`src/rtl/ctra_consts.svh`:
```
// Constants for the transmit-request add block: register offsets, reset values.
// Assumes inclusion by bare name from design files.
`ifndef CTRA_CONSTS_SVH
`define CTRA_CONSTS_SVH
// ----------------------------------------
// Register map (byte addresses)
// ----------------------------------------
`define CTRA_OFF_ADD 12'h000
`define CTRA_OFF_CFG 12'h004
`define CTRA_OFF_PEND 12'h008
`define CTRA_OFF_DONE 12'h00C
`define CTRA_OFF_STAT 12'h010
// ----------------------------------------
// Reset value and status bit position
// ----------------------------------------
`define CTRA_RST_WORD 32'h0000_0000
`define CTRA_STAT_SCAN_BIT 0
`endif

```
`src/rtl/ctra_pkg.sv`:
```
// Types for the transmit-request add block.
// Assumes the constants header is included by the design file.
package ctra_pkg;
    typedef enum logic [1:0] {
        CTRA_IDLE = 2'b00,
        CTRA_SCAN = 2'b01
    } ctra_scan_t;
endpackage : ctra_pkg

```
`src/rtl/ctra_top.sv`:
```
// Transmit-request add register with pending vector and scan tracker, APB slave.
// Assumes a single 200 MHz clock and an APB master on the same clock.
// What this block does
// - Writing one raises that buffer's add request
// - Zero bits leave state untouched
// - Several bits accepted in one write
// - Only configured transmit buffers accept requests
// - No scan running: add bit clears at once
// - Scan running: add bit held until end
// - Read returns one while request waits
// - Request on already pending buffer ignored
// - New pending bit starts a priority scan
// - Pending cleared on completion or cancel
// - Bits set mid-scan excluded from that scan
//
// Decided for this implementation: register access over APB and the register offsets.
`timescale 1ns/1ps
`include "ctra_consts.svh"
module ctra_top #(
    parameter int NBUF = 32,
    parameter int SCAN_CYC = 4
) (
    input wire logic clk,
    input wire logic arst_n,
    input wire logic clk_en,
    input wire logic psel,
    input wire logic penable,
    input wire logic pwrite,
    input wire logic [11:0] paddr,
    input wire logic [31:0] pwdata,
    output logic [31:0] prdata,
    output logic pready,
    output logic pslverr,
    input wire logic [NBUF-1:0] tx_done,
    output logic [NBUF-1:0] tx_pending,
    output logic [NBUF-1:0] scan_set,
    output logic scan_active
);
    typedef struct packed {
        logic [NBUF-1:0] add_reg;
        logic [NBUF-1:0] cfg_reg;
        logic [NBUF-1:0] pend_reg;
        logic [NBUF-1:0] snap_reg;
        ctra_pkg::ctra_scan_t scan_reg;
        logic [7:0] cnt_reg;
        logic [31:0] rdata_reg;
    } ctra_state_t;

    ctra_state_t st_reg;
    ctra_state_t st_next;
    logic wr_acc;
    logic rd_acc;
    logic [NBUF-1:0] add_acc;

    // ----------------------------------------
    // Helpers
    // ----------------------------------------
    function automatic logic [NBUF-1:0] ctra_word(input logic [31:0] w);
        ctra_word = w[NBUF-1:0];
    endfunction : ctra_word

    function automatic logic ctra_hit(input logic [11:0] a, input logic [11:0] off);
        ctra_hit = (a == off);
    endfunction : ctra_hit

    // ----------------------------------------
    // APB decode
    // ----------------------------------------
    // Zero-wait slave: every access completes in its first access cycle
    assign wr_acc = psel && penable && pwrite && clk_en;
    assign rd_acc = psel && !penable && !pwrite;
    assign pready = 1'b1;
    assign pslverr = 1'b0;
    assign prdata = st_reg.rdata_reg;
    assign tx_pending = st_reg.pend_reg;
    assign scan_set = st_reg.snap_reg;
    assign scan_active = (st_reg.scan_reg == ctra_pkg::CTRA_SCAN);

    // Filter write: configured and not already pending
    assign add_acc = (wr_acc && ctra_hit(paddr, `CTRA_OFF_ADD))
        ? (ctra_word(pwdata) & st_reg.cfg_reg & ~st_reg.pend_reg)
        : '0;

    // ----------------------------------------
    // Next state
    // ----------------------------------------
    always_comb begin
        logic [NBUF-1:0] add_all;
        logic [NBUF-1:0] moved;
        add_all = '0;
        moved = '0;
        st_next = st_reg;
        add_all = st_reg.add_reg | add_acc;
        // Held while scanning, otherwise drained into pending at once
        if (st_reg.scan_reg == ctra_pkg::CTRA_SCAN) begin
            moved = '0;
        end else begin
            moved = add_all;
        end
        st_next.add_reg = add_all & ~moved;
        // Done/cancel clears; a fresh add wins over a same-cycle completion
        st_next.pend_reg = (st_reg.pend_reg & ~tx_done) | moved;
        case (st_reg.scan_reg)
            ctra_pkg::CTRA_IDLE: begin
                if (|moved) begin
                    st_next.scan_reg = ctra_pkg::CTRA_SCAN;
                    st_next.snap_reg = st_next.pend_reg;
                    st_next.cnt_reg = 8'(SCAN_CYC - 1);
                end
            end
            ctra_pkg::CTRA_SCAN: begin
                if (st_reg.cnt_reg == 8'h00) begin
                    st_next.scan_reg = ctra_pkg::CTRA_IDLE;
                    st_next.snap_reg = '0;
                end else begin
                    st_next.cnt_reg = st_reg.cnt_reg - 8'h01;
                end
            end
            default: begin
                st_next.scan_reg = ctra_pkg::CTRA_IDLE;
            end
        endcase
        if (wr_acc && ctra_hit(paddr, `CTRA_OFF_CFG)) begin
            st_next.cfg_reg = ctra_word(pwdata);
        end
        // Read data latched in setup, valid through the access cycle
        if (rd_acc && clk_en) begin
            st_next.rdata_reg = `CTRA_RST_WORD;
            if (ctra_hit(paddr, `CTRA_OFF_ADD)) begin
                st_next.rdata_reg[NBUF-1:0] = st_reg.add_reg;
            end else if (ctra_hit(paddr, `CTRA_OFF_CFG)) begin
                st_next.rdata_reg[NBUF-1:0] = st_reg.cfg_reg;
            end else if (ctra_hit(paddr, `CTRA_OFF_PEND)) begin
                st_next.rdata_reg[NBUF-1:0] = st_reg.pend_reg;
            end else if (ctra_hit(paddr, `CTRA_OFF_STAT)) begin
                st_next.rdata_reg[`CTRA_STAT_SCAN_BIT] = scan_active;
            end
        end
    end

    // ----------------------------------------
    // State register
    // ----------------------------------------
    // Clock enable freezes everything
    always_ff @(posedge clk or negedge arst_n) begin
        if (!arst_n) begin
            st_reg <= '0;
        end else if (clk_en) begin
            st_reg <= st_next;
        end
    end

    // ----------------------------------------
    // Checks
    // ----------------------------------------
    // Written bits land in the add register while a scan holds them
    chk_add_raise: assert property (@(posedge clk) disable iff (!arst_n)
        (wr_acc && ctra_hit(paddr, `CTRA_OFF_ADD) && scan_active)
        |=> ((st_reg.add_reg & $past(pwdata[NBUF-1:0] & st_reg.cfg_reg & ~st_reg.pend_reg))
            == $past(pwdata[NBUF-1:0] & st_reg.cfg_reg & ~st_reg.pend_reg)))
        else $error("written add bit not raised");

    // Zero write on an empty add register raises nothing anywhere
    chk_zero_write: assert property (@(posedge clk) disable iff (!arst_n)
        (wr_acc && ctra_hit(paddr, `CTRA_OFF_ADD) && pwdata == 32'h0000_0000 && st_reg.add_reg == '0)
        |=> ((st_reg.add_reg == '0) && ((st_reg.pend_reg & ~$past(st_reg.pend_reg)) == '0)))
        else $error("zero write raised request");

    // Several accepted bits reach pending together when idle
    chk_multi_carry: assert property (@(posedge clk) disable iff (!arst_n)
        (wr_acc && ctra_hit(paddr, `CTRA_OFF_ADD) && !scan_active)
        |=> ((st_reg.pend_reg & $past(pwdata[NBUF-1:0] & st_reg.cfg_reg & ~st_reg.pend_reg))
            == $past(pwdata[NBUF-1:0] & st_reg.cfg_reg & ~st_reg.pend_reg)))
        else $error("accepted bits not all pending");

    // Buffer zero only goes pending if it was configured
    chk_unconf_dropped: assert property (@(posedge clk) disable iff (!arst_n)
        (clk_en && $rose(st_reg.pend_reg[0])) |-> $past(st_reg.cfg_reg[0]))
        else $error("pending set on unconfigured buffer");

    // Whole-word form: unconfigured buffers never gain a request
    chk_unconf_word: assert property (@(posedge clk) disable iff (!arst_n)
        (wr_acc && ctra_hit(paddr, `CTRA_OFF_ADD))
        |=> (((st_reg.add_reg | st_reg.pend_reg) & ~$past(st_reg.add_reg | st_reg.pend_reg)
            & $past(pwdata[NBUF-1:0] & ~st_reg.cfg_reg)) == '0))
        else $error("request raised on unconfigured buffer");

    // Idle: accepted bits never linger in the add register
    chk_idle_drain: assert property (@(posedge clk) disable iff (!arst_n)
        (clk_en && !scan_active && |add_acc) |=> (st_reg.add_reg == '0))
        else $error("add bit kept while idle");

    // Busy: accepted bits stay visible until the scan ends
    chk_scan_hold: assert property (@(posedge clk) disable iff (!arst_n)
        (clk_en && scan_active && |add_acc) |=> ((st_reg.add_reg & $past(add_acc)) == $past(add_acc)))
        else $error("add bit dropped during scan");

    // Held bits are not released early: the scan runs its full count
    chk_scan_end: assert property (@(posedge clk) disable iff (!arst_n)
        (clk_en && scan_active && st_reg.cnt_reg != 8'h00) |=> scan_active)
        else $error("scan ended before its count ran out");

    // Add-register reads show exactly the bits still waiting
    chk_read_add: assert property (@(posedge clk) disable iff (!arst_n)
        (clk_en && rd_acc && ctra_hit(paddr, `CTRA_OFF_ADD))
        |=> (prdata[NBUF-1:0] == $past(st_reg.add_reg)))
        else $error("add read does not match held bits");

    // A request on a pending buffer leaves no trace in the add register
    chk_pend_ignore: assert property (@(posedge clk) disable iff (!arst_n)
        (wr_acc && ctra_hit(paddr, `CTRA_OFF_ADD) && pwdata[0] && st_reg.pend_reg[0] && !st_reg.add_reg[0])
        |=> !st_reg.add_reg[0])
        else $error("add accepted on pending buffer");

    // A move into pending always kicks off a scan
    chk_scan_start: assert property (@(posedge clk) disable iff (!arst_n)
        (clk_en && !scan_active && |add_acc) |=> scan_active)
        else $error("scan did not start");

    // Done or cancel clears pending unless a fresh add races it
    chk_done_clear: assert property (@(posedge clk) disable iff (!arst_n)
        (clk_en && |(tx_done & ~add_acc & ~st_reg.add_reg))
        |=> ((st_reg.pend_reg & $past(tx_done & ~add_acc & ~st_reg.add_reg)) == '0))
        else $error("pending not cleared on done");

    // Scan set is taken once; later pending bits wait for the next scan
    chk_snap_frozen: assert property (@(posedge clk) disable iff (!arst_n)
        (clk_en && scan_active && $past(scan_active) && $past(clk_en)) |-> $stable(st_reg.snap_reg))
        else $error("scan set changed mid-scan");

    // Idle drain of buffer zero lands in pending
    chk_pend_carry: assert property (@(posedge clk) disable iff (!arst_n)
        (clk_en && !scan_active && add_acc[0] && !tx_done[0]) |=> st_reg.pend_reg[0])
        else $error("add not moved to pending");

    // Clock enable low holds every state bit, scan counter included
    chk_clk_en_freeze: assert property (@(posedge clk) disable iff (!arst_n)
        (!clk_en) |=> $stable(st_reg))
        else $error("state moved while clock enable low");
endmodule : ctra_top

```
`config.mk`:
```
export PLATFORM = sky130hd
export DESIGN_NAME = ctra_top
export DESIGN_NICKNAME = d
export VERILOG_FILES = /design/src/rtl/ctra_pkg.sv /design/src/rtl/ctra_top.sv
export VERILOG_INCLUDE_DIRS = /design/src /design/src/rtl
export SDC_FILE = /design/constraint.sdc
export NUM_CORES = 1
export LEC_CHECK = 0
export ABC_AREA = 0
export BUFFER_PORTS_ARGS = -buffer_cell sky130_fd_sc_hd__buf_2
export CAP_MARGIN = 15
export CORE_UTILIZATION = 40
export CTS_CLUSTER_DIAMETER = 200
export DETAILED_ROUTE_END_ITERATION = 16
export HOLD_SLACK_MARGIN = 0.1
export PLACE_DENSITY = 0.64
export SYNTH_ARGS = -nofsm -noshare
export SYNTH_HDL_FRONTEND = slang
export SYNTH_SLANG_ARGS = --single-unit
```
`constraint.sdc`:
```
create_clock -name clk -period 3.6 [get_ports clk]
set_clock_uncertainty 0.2 [all_clocks]
set_input_delay 0.18 -clock clk [delete_from_list [all_inputs] [get_ports clk]]
set_output_delay 0.18 -clock clk [all_outputs]
set_load 0.01 [all_outputs]
```
Yosys cells after proc, flatten, opt, wreduce, memory -nomap -nowiden
Cells that the tools add are included.
{ "totals": {"inputBits": 82, "ff_bits": 170, "word_cells": 57, "output_inout_bits": 99} }
{ "classes": {"n_eq_ne": 7, "bitwise_logic": 9, "add_sub_neg": 1, "reduce_logical": 20, "mux": 13} }
{ "op_table": {"columns": ["cell", "count"], "rows": [
  ["AND 32 bit", 4],
  ["two-way mux 32 bit", 4],
  ["NOT 32 bit", 3],
  ["OR 32 bit", 2],
  ["one-hot mux 32 bit (2 select lines)", 1],
  ["two-way mux 42 bit", 1],
  ["two-way mux 34 bit", 1],
  ["OR reduction 32 bit", 1],
  ["two-way mux 31 bit", 1],
  ["one-hot mux 8 bit (2 select lines)", 1],
  ["equality test 12 x 3 -> 1 bit (second input constant)", 1],
  ["equality test 12 x 4 -> 1 bit (second input constant)", 1],
  ["equality test 12 x 5 -> 1 bit (second input constant)", 1],
  ["zero test 12 bit", 1],
  ["logical AND 1 bit", 8],
  ["zero test 8 bit", 1],
  ["two-way mux 8 bit", 1],
  ["AND reduction 4 bit", 2],
  ["subtractor 8 x 1 -> 8 bit (second input constant)", 1],
  ["!= test 2 bit (second input constant)", 2],
  ["one-hot mux 2 bit (2 select lines)", 1],
  ["AND reduction 2 bit", 2],
  ["AND reduction 3 bit", 1],
  ["equality test 2 x 1 -> 1 bit (second input constant)", 1],
  ["5 further kinds", 7]
]} }

Logic depth before layout (Yosys ltp)
{ "logic_depth": {"ltp_word": 10, "depth_mapped": 8, "mapped_depth_nobuf": 7} }

Worst setup path before layout
Ideal clock, no wire load.
{ "synth_path": {"path_type": "input to register", "startpoint": "input paddr[11]", "endpoint": "register st_reg[123] (netlist name)", "n_path_buf": 2, "setup_ps": 125, "arrival_time_ps": 2348, "slack_ps": 927, "cell_stages": 7, "required_ps": 3275, "cell_sequence": "or4_4 > or4_1 > nor3b_2 > nor2b_1 > buf_2 > buf_4 > mux2_2"} }
{ "synth_between": {"elab_chain_len": 3} }
{ "synth_lines": {"columns": ["item", "line_no", "text"], "rows": [
  ["start, declared", "ctra_top.sv:29", "input wire logic [11:0] paddr,"],
  ["equality test 12 x 3 -> 1 bit", "ctra_top.sv:63", "ctra_hit = (a == off);"],
  ["logical AND 1 bit", "ctra_top.sv:123", "if (wr_acc && ctra_hit(paddr, `CTRA_OFF_CFG)) begin"],
  ["AND reduction 2 bit (no source line)", null, null],
  ["end signal, assigned", "ctra_top.sv:149", "st_reg <= st_next;"],
  ["end, declared", "ctra_top.sv:49", "ctra_state_t st_reg;"]
]} }
No other way between the ends.
A chain may end at the register's enable or synchronous reset.

Final worst setup path
{ "layout_path": {"startpoint": "input paddr[11]", "endpoint": "register st_reg, in the netlist scan_set[10]"} }
{ "layout_between": {"elab_chain_len": 8, "elab_cells_between_ends": 11, "cone_classes": "1 x eq/ne; 4 x mux; 2 x bitwise; 4 x reduce/logical"} }
{ "layout_lines": {"columns": ["item", "line_no", "text"], "rows": [
  ["zero test 12 bit *", "ctra_top.sv:63", null],
  ["logical AND 1 bit *", "ctra_top.sv:80", "assign add_acc = (wr_acc && ctra_hit(paddr, `CTRA_OFF_ADD))"],
  ["two-way mux 32 bit *", "ctra_top.sv:80", null],
  ["OR 32 bit *", "ctra_top.sv:93", "add_all = st_reg.add_reg | add_acc;"],
  ["two-way mux 32 bit *", "ctra_top.sv:95", "if (st_reg.scan_reg == ctra_pkg::CTRA_SCAN) begin"],
  ["OR reduction 32 bit or OR 32 bit (tied branches)", "ctra_top.sv:105, ctra_top.sv:102", null],
  ["!= test 2 bit (no source line) or two-way mux 42 bit (tied branches)", null, null],
  ["AND reduction 4 bit (no source line) or one-hot mux 32 bit (2 select lines) (tied branches)", null, null]
]} }
Every way passes the cells marked *; elsewhere a longest branch is shown, timed or not. The select of a mux whose other input is x is not followed.

==> out/metrics.cfg <==
[timing]
fmax_mhz=309
finalSetupTns_ns=0
slew_violations=0
hold_viol=0
final.min_clock_period_ns=3.24
holdWs_ns=0.195
worst_pin_slew_ns=0.995
slew_headroom_pct=33.6
fin_crit_sh_pct=90.0
fin_ws_ns=0.360
finalSetupViolCount=0
rsz0062_at_grt=no

[finish]
fillers=1880
final_common_cell=buf_2
antenna_cells=0
nNetsFinal=1079
multi_input_area_sq_um=3050
final_cell_mix=buf_2, dfrtp_1, nor2_1
largest_reg_flops=73
syn2layout_area_growth_pct=22.3
drive_gt1_share_pct=27.4
post-route-cell-area_sq_um=10100
ff_latch_area_sq_um=4230

[setup_path]
cp.required_ns=3.77
startpoint_type=input pin
crit-reg2reg-capture=scan_set[10]$_DFFE_PN0P_
crit_arrival_ns=3.41
cp-endpoint=scan_set[10]$_DFFE_PN0P_
cp_max_fo=17
r2r_start=st_reg[40]$_DFFE_PN0P_
critPathKind=input pin to flop
reg2reg_slack_ns=0.51
worstSetupStartpoint=paddr[11]
end_kind=flop
worstRegToRegCells=7

[global_routing]
antenna_found_initial=0
grt.total_usage_pct=23.1
grt_pass1_vias=6580
grt_max_degree=87
grt_first_pass_wirelength_um=37600
grt_overflow=0

[die]
ios=181
fp-row-count=52
core_sq_um=20200
die-area_sq_um=21300
die_height_um=146
die_w_um=146
initial_utilization_pct=40.9

[route]
ant_nets=0
drc=0
wl_um=24300
initialDrtViolationCount=578
route.vias.total=6873
vias_per_cell=5.38
routedWlPerCell_um=19.0
drtPass1Iterations=6

[power]
p_per_area_nw_per_um2=450
pwr-share-seq_pct=46.5
p_comb_share_pct=11.9
power.internal_uw=3410
p_sw_share_pct=25.3
finalPower_uw=4560
clkPwrFrac_pct=41.6
ir_drop_mv=0.315
switchingPower_uw=1150
p_leak_uw=0.00489

[clocking]
cts_sinks=169
insertion_delay_ns=0.43
cts_buffers=17
cts_tree=yes
htreeDepth=4
cts_setup_buffers=0
cts_root_buf=clkbuf_16
cts_buffer_depth=2
path_clk_slew_ns=0.06

[logic_synthesis]
synth_edf_count=0
ys_seq_area_share_pct=51.1
avgSynthCellArea_sq_um=9.80
ys_async_sr_fraction_pct=100
synth_fp_nets=929
syn_inst=845
yosysWarnings=0
yosysUniqueCellTypes=44
synth-main-ff-cell=dfrtp_1
ys_ff_latch=169
syn_area_sq_um=8280

[worst_hold_path]
hp-class=input pin to asynchronous set/reset pin

[placement]
hpwlAfterDp_um=16600
post_dp_cell_area_sq_um=8860
finalWeightedCongestion=0.846
pre_cts_slack_ns=-0.0143
io_buffer_count=178

[flow_run]
maxCapViolCount=0

[outcome]
status=complete, no violations

-- cell type report --
cell class	count	area share, %
timing repair buffer	269	17.3
clock inverter	14	1.69
tap	270	3.34
clock buffer	18	4.34
multi-input combinational	501	30.2
inverter	37	1.37
sequential	169	41.8
-- repair_timing --
action | 4_1_cts | 5_1_grt
hold buffers | 65 | 0
hold endpoints to repair | 204 | 0
gates resized for setup | 0 | 0
-- synthesized netlist by cell type, types with 3 or more instances --
cell type	count	area [sq um]
buf_4	101	758
o21ai_0	67	335
nor3_1	13	65.1
nor2_1	107	402
a21oi_1	56	280
mux2_1	4	45.0
a22o_1	35	307
nand4_1	7	43.8
clkbuf_1	27	101
inv_1	36	135
a222oi_1	31	310
dfrtp_1	169	4230
nand2_1	75	282
and3b_1	11	96.3
mux2i_1	3	30.0
nor4_1	8	50.1
nand3b_1	17	128
buf_2	6	30.0
mux2_2	28	315
buf_1	4	15.0
or4_1	6	45.0
nand3_1	3	15.0
or3_1	3	18.8
nor3b_1	3	22.5
-- metal layers --
layer | wire, um | track usage (%) | share of wire (%)
met1 | 10500 | 31.6 | 43
met2 | 11300 | 36.8 | 47
met3 | 2020 | 5.14 | 8.3
met4 | 415 | 6.79 | 1.7
met5 | 0 | 0 | 0
-- power groups by stage --
stage                     combinational (uW)  sequential (uW)  clock (uW)
after global placement                   481             2150           0
after detailed placement                 494             2150           0
after floorplan                          398             2120           0
after global routing                     599             2130        2000
after CTS                                549             2120        1930
final                                    543             2120        1900
-- cells by family (layout without fill, tap and decap cells) --
family          Yosys count  count (layout)  synth area share (%)
compound gates          199             199                  15.9
fa+ha+maj                 2               2                 0.302
mux                      35              35                  4.71
buf+inv                 175             338                  12.6
other cells               2               2                0.0907
flops                   169             169                  51.1
simple gates            263             263                  15.3
-- critical path, stage by stage --
cell	delay (ns)
buf_2	0.10
or4_4	0.61
nor4_1	0.46
buf_4	0.20
a22o_1	0.13
and4b_1	0.21
a21o_1	0.20
nor2_2	0.75
buf_4	0.39
a22o_1	0.16
-- worst min path at each step --
stage | start | slack, ns | to | cells after the start
4_1_cts | clk_en | 0.23 | tx_pending[9]$_DFFE_PN0P_ | 5
5_1_grt | clk_en | 0.26 | tx_pending[7]$_DFFE_PN0P_ | 5
3_3_place_gp | arst_n | 0.11 | prdata[10]$_DFFE_PN0P_ | 1
3_5_place_dp | arst_n | 0.12 | prdata[10]$_DFFE_PN0P_ | 1
6_report | arst_n | 0.20 | prdata[10]$_DFFE_PN0P_ | 2
2_1_floorplan | arst_n | -0.32 | prdata[0]$_DFFE_PN0P_ | 0
-- metrics by stage --
stage	std cells	util, %
detailed placement	1181	43.8
floorplan	845	-
global route	1278	50.0
global placement	1181	43.8
CTS	1278	50.0
finish	1278	50.0
Power figures use the tool's default switching activity.
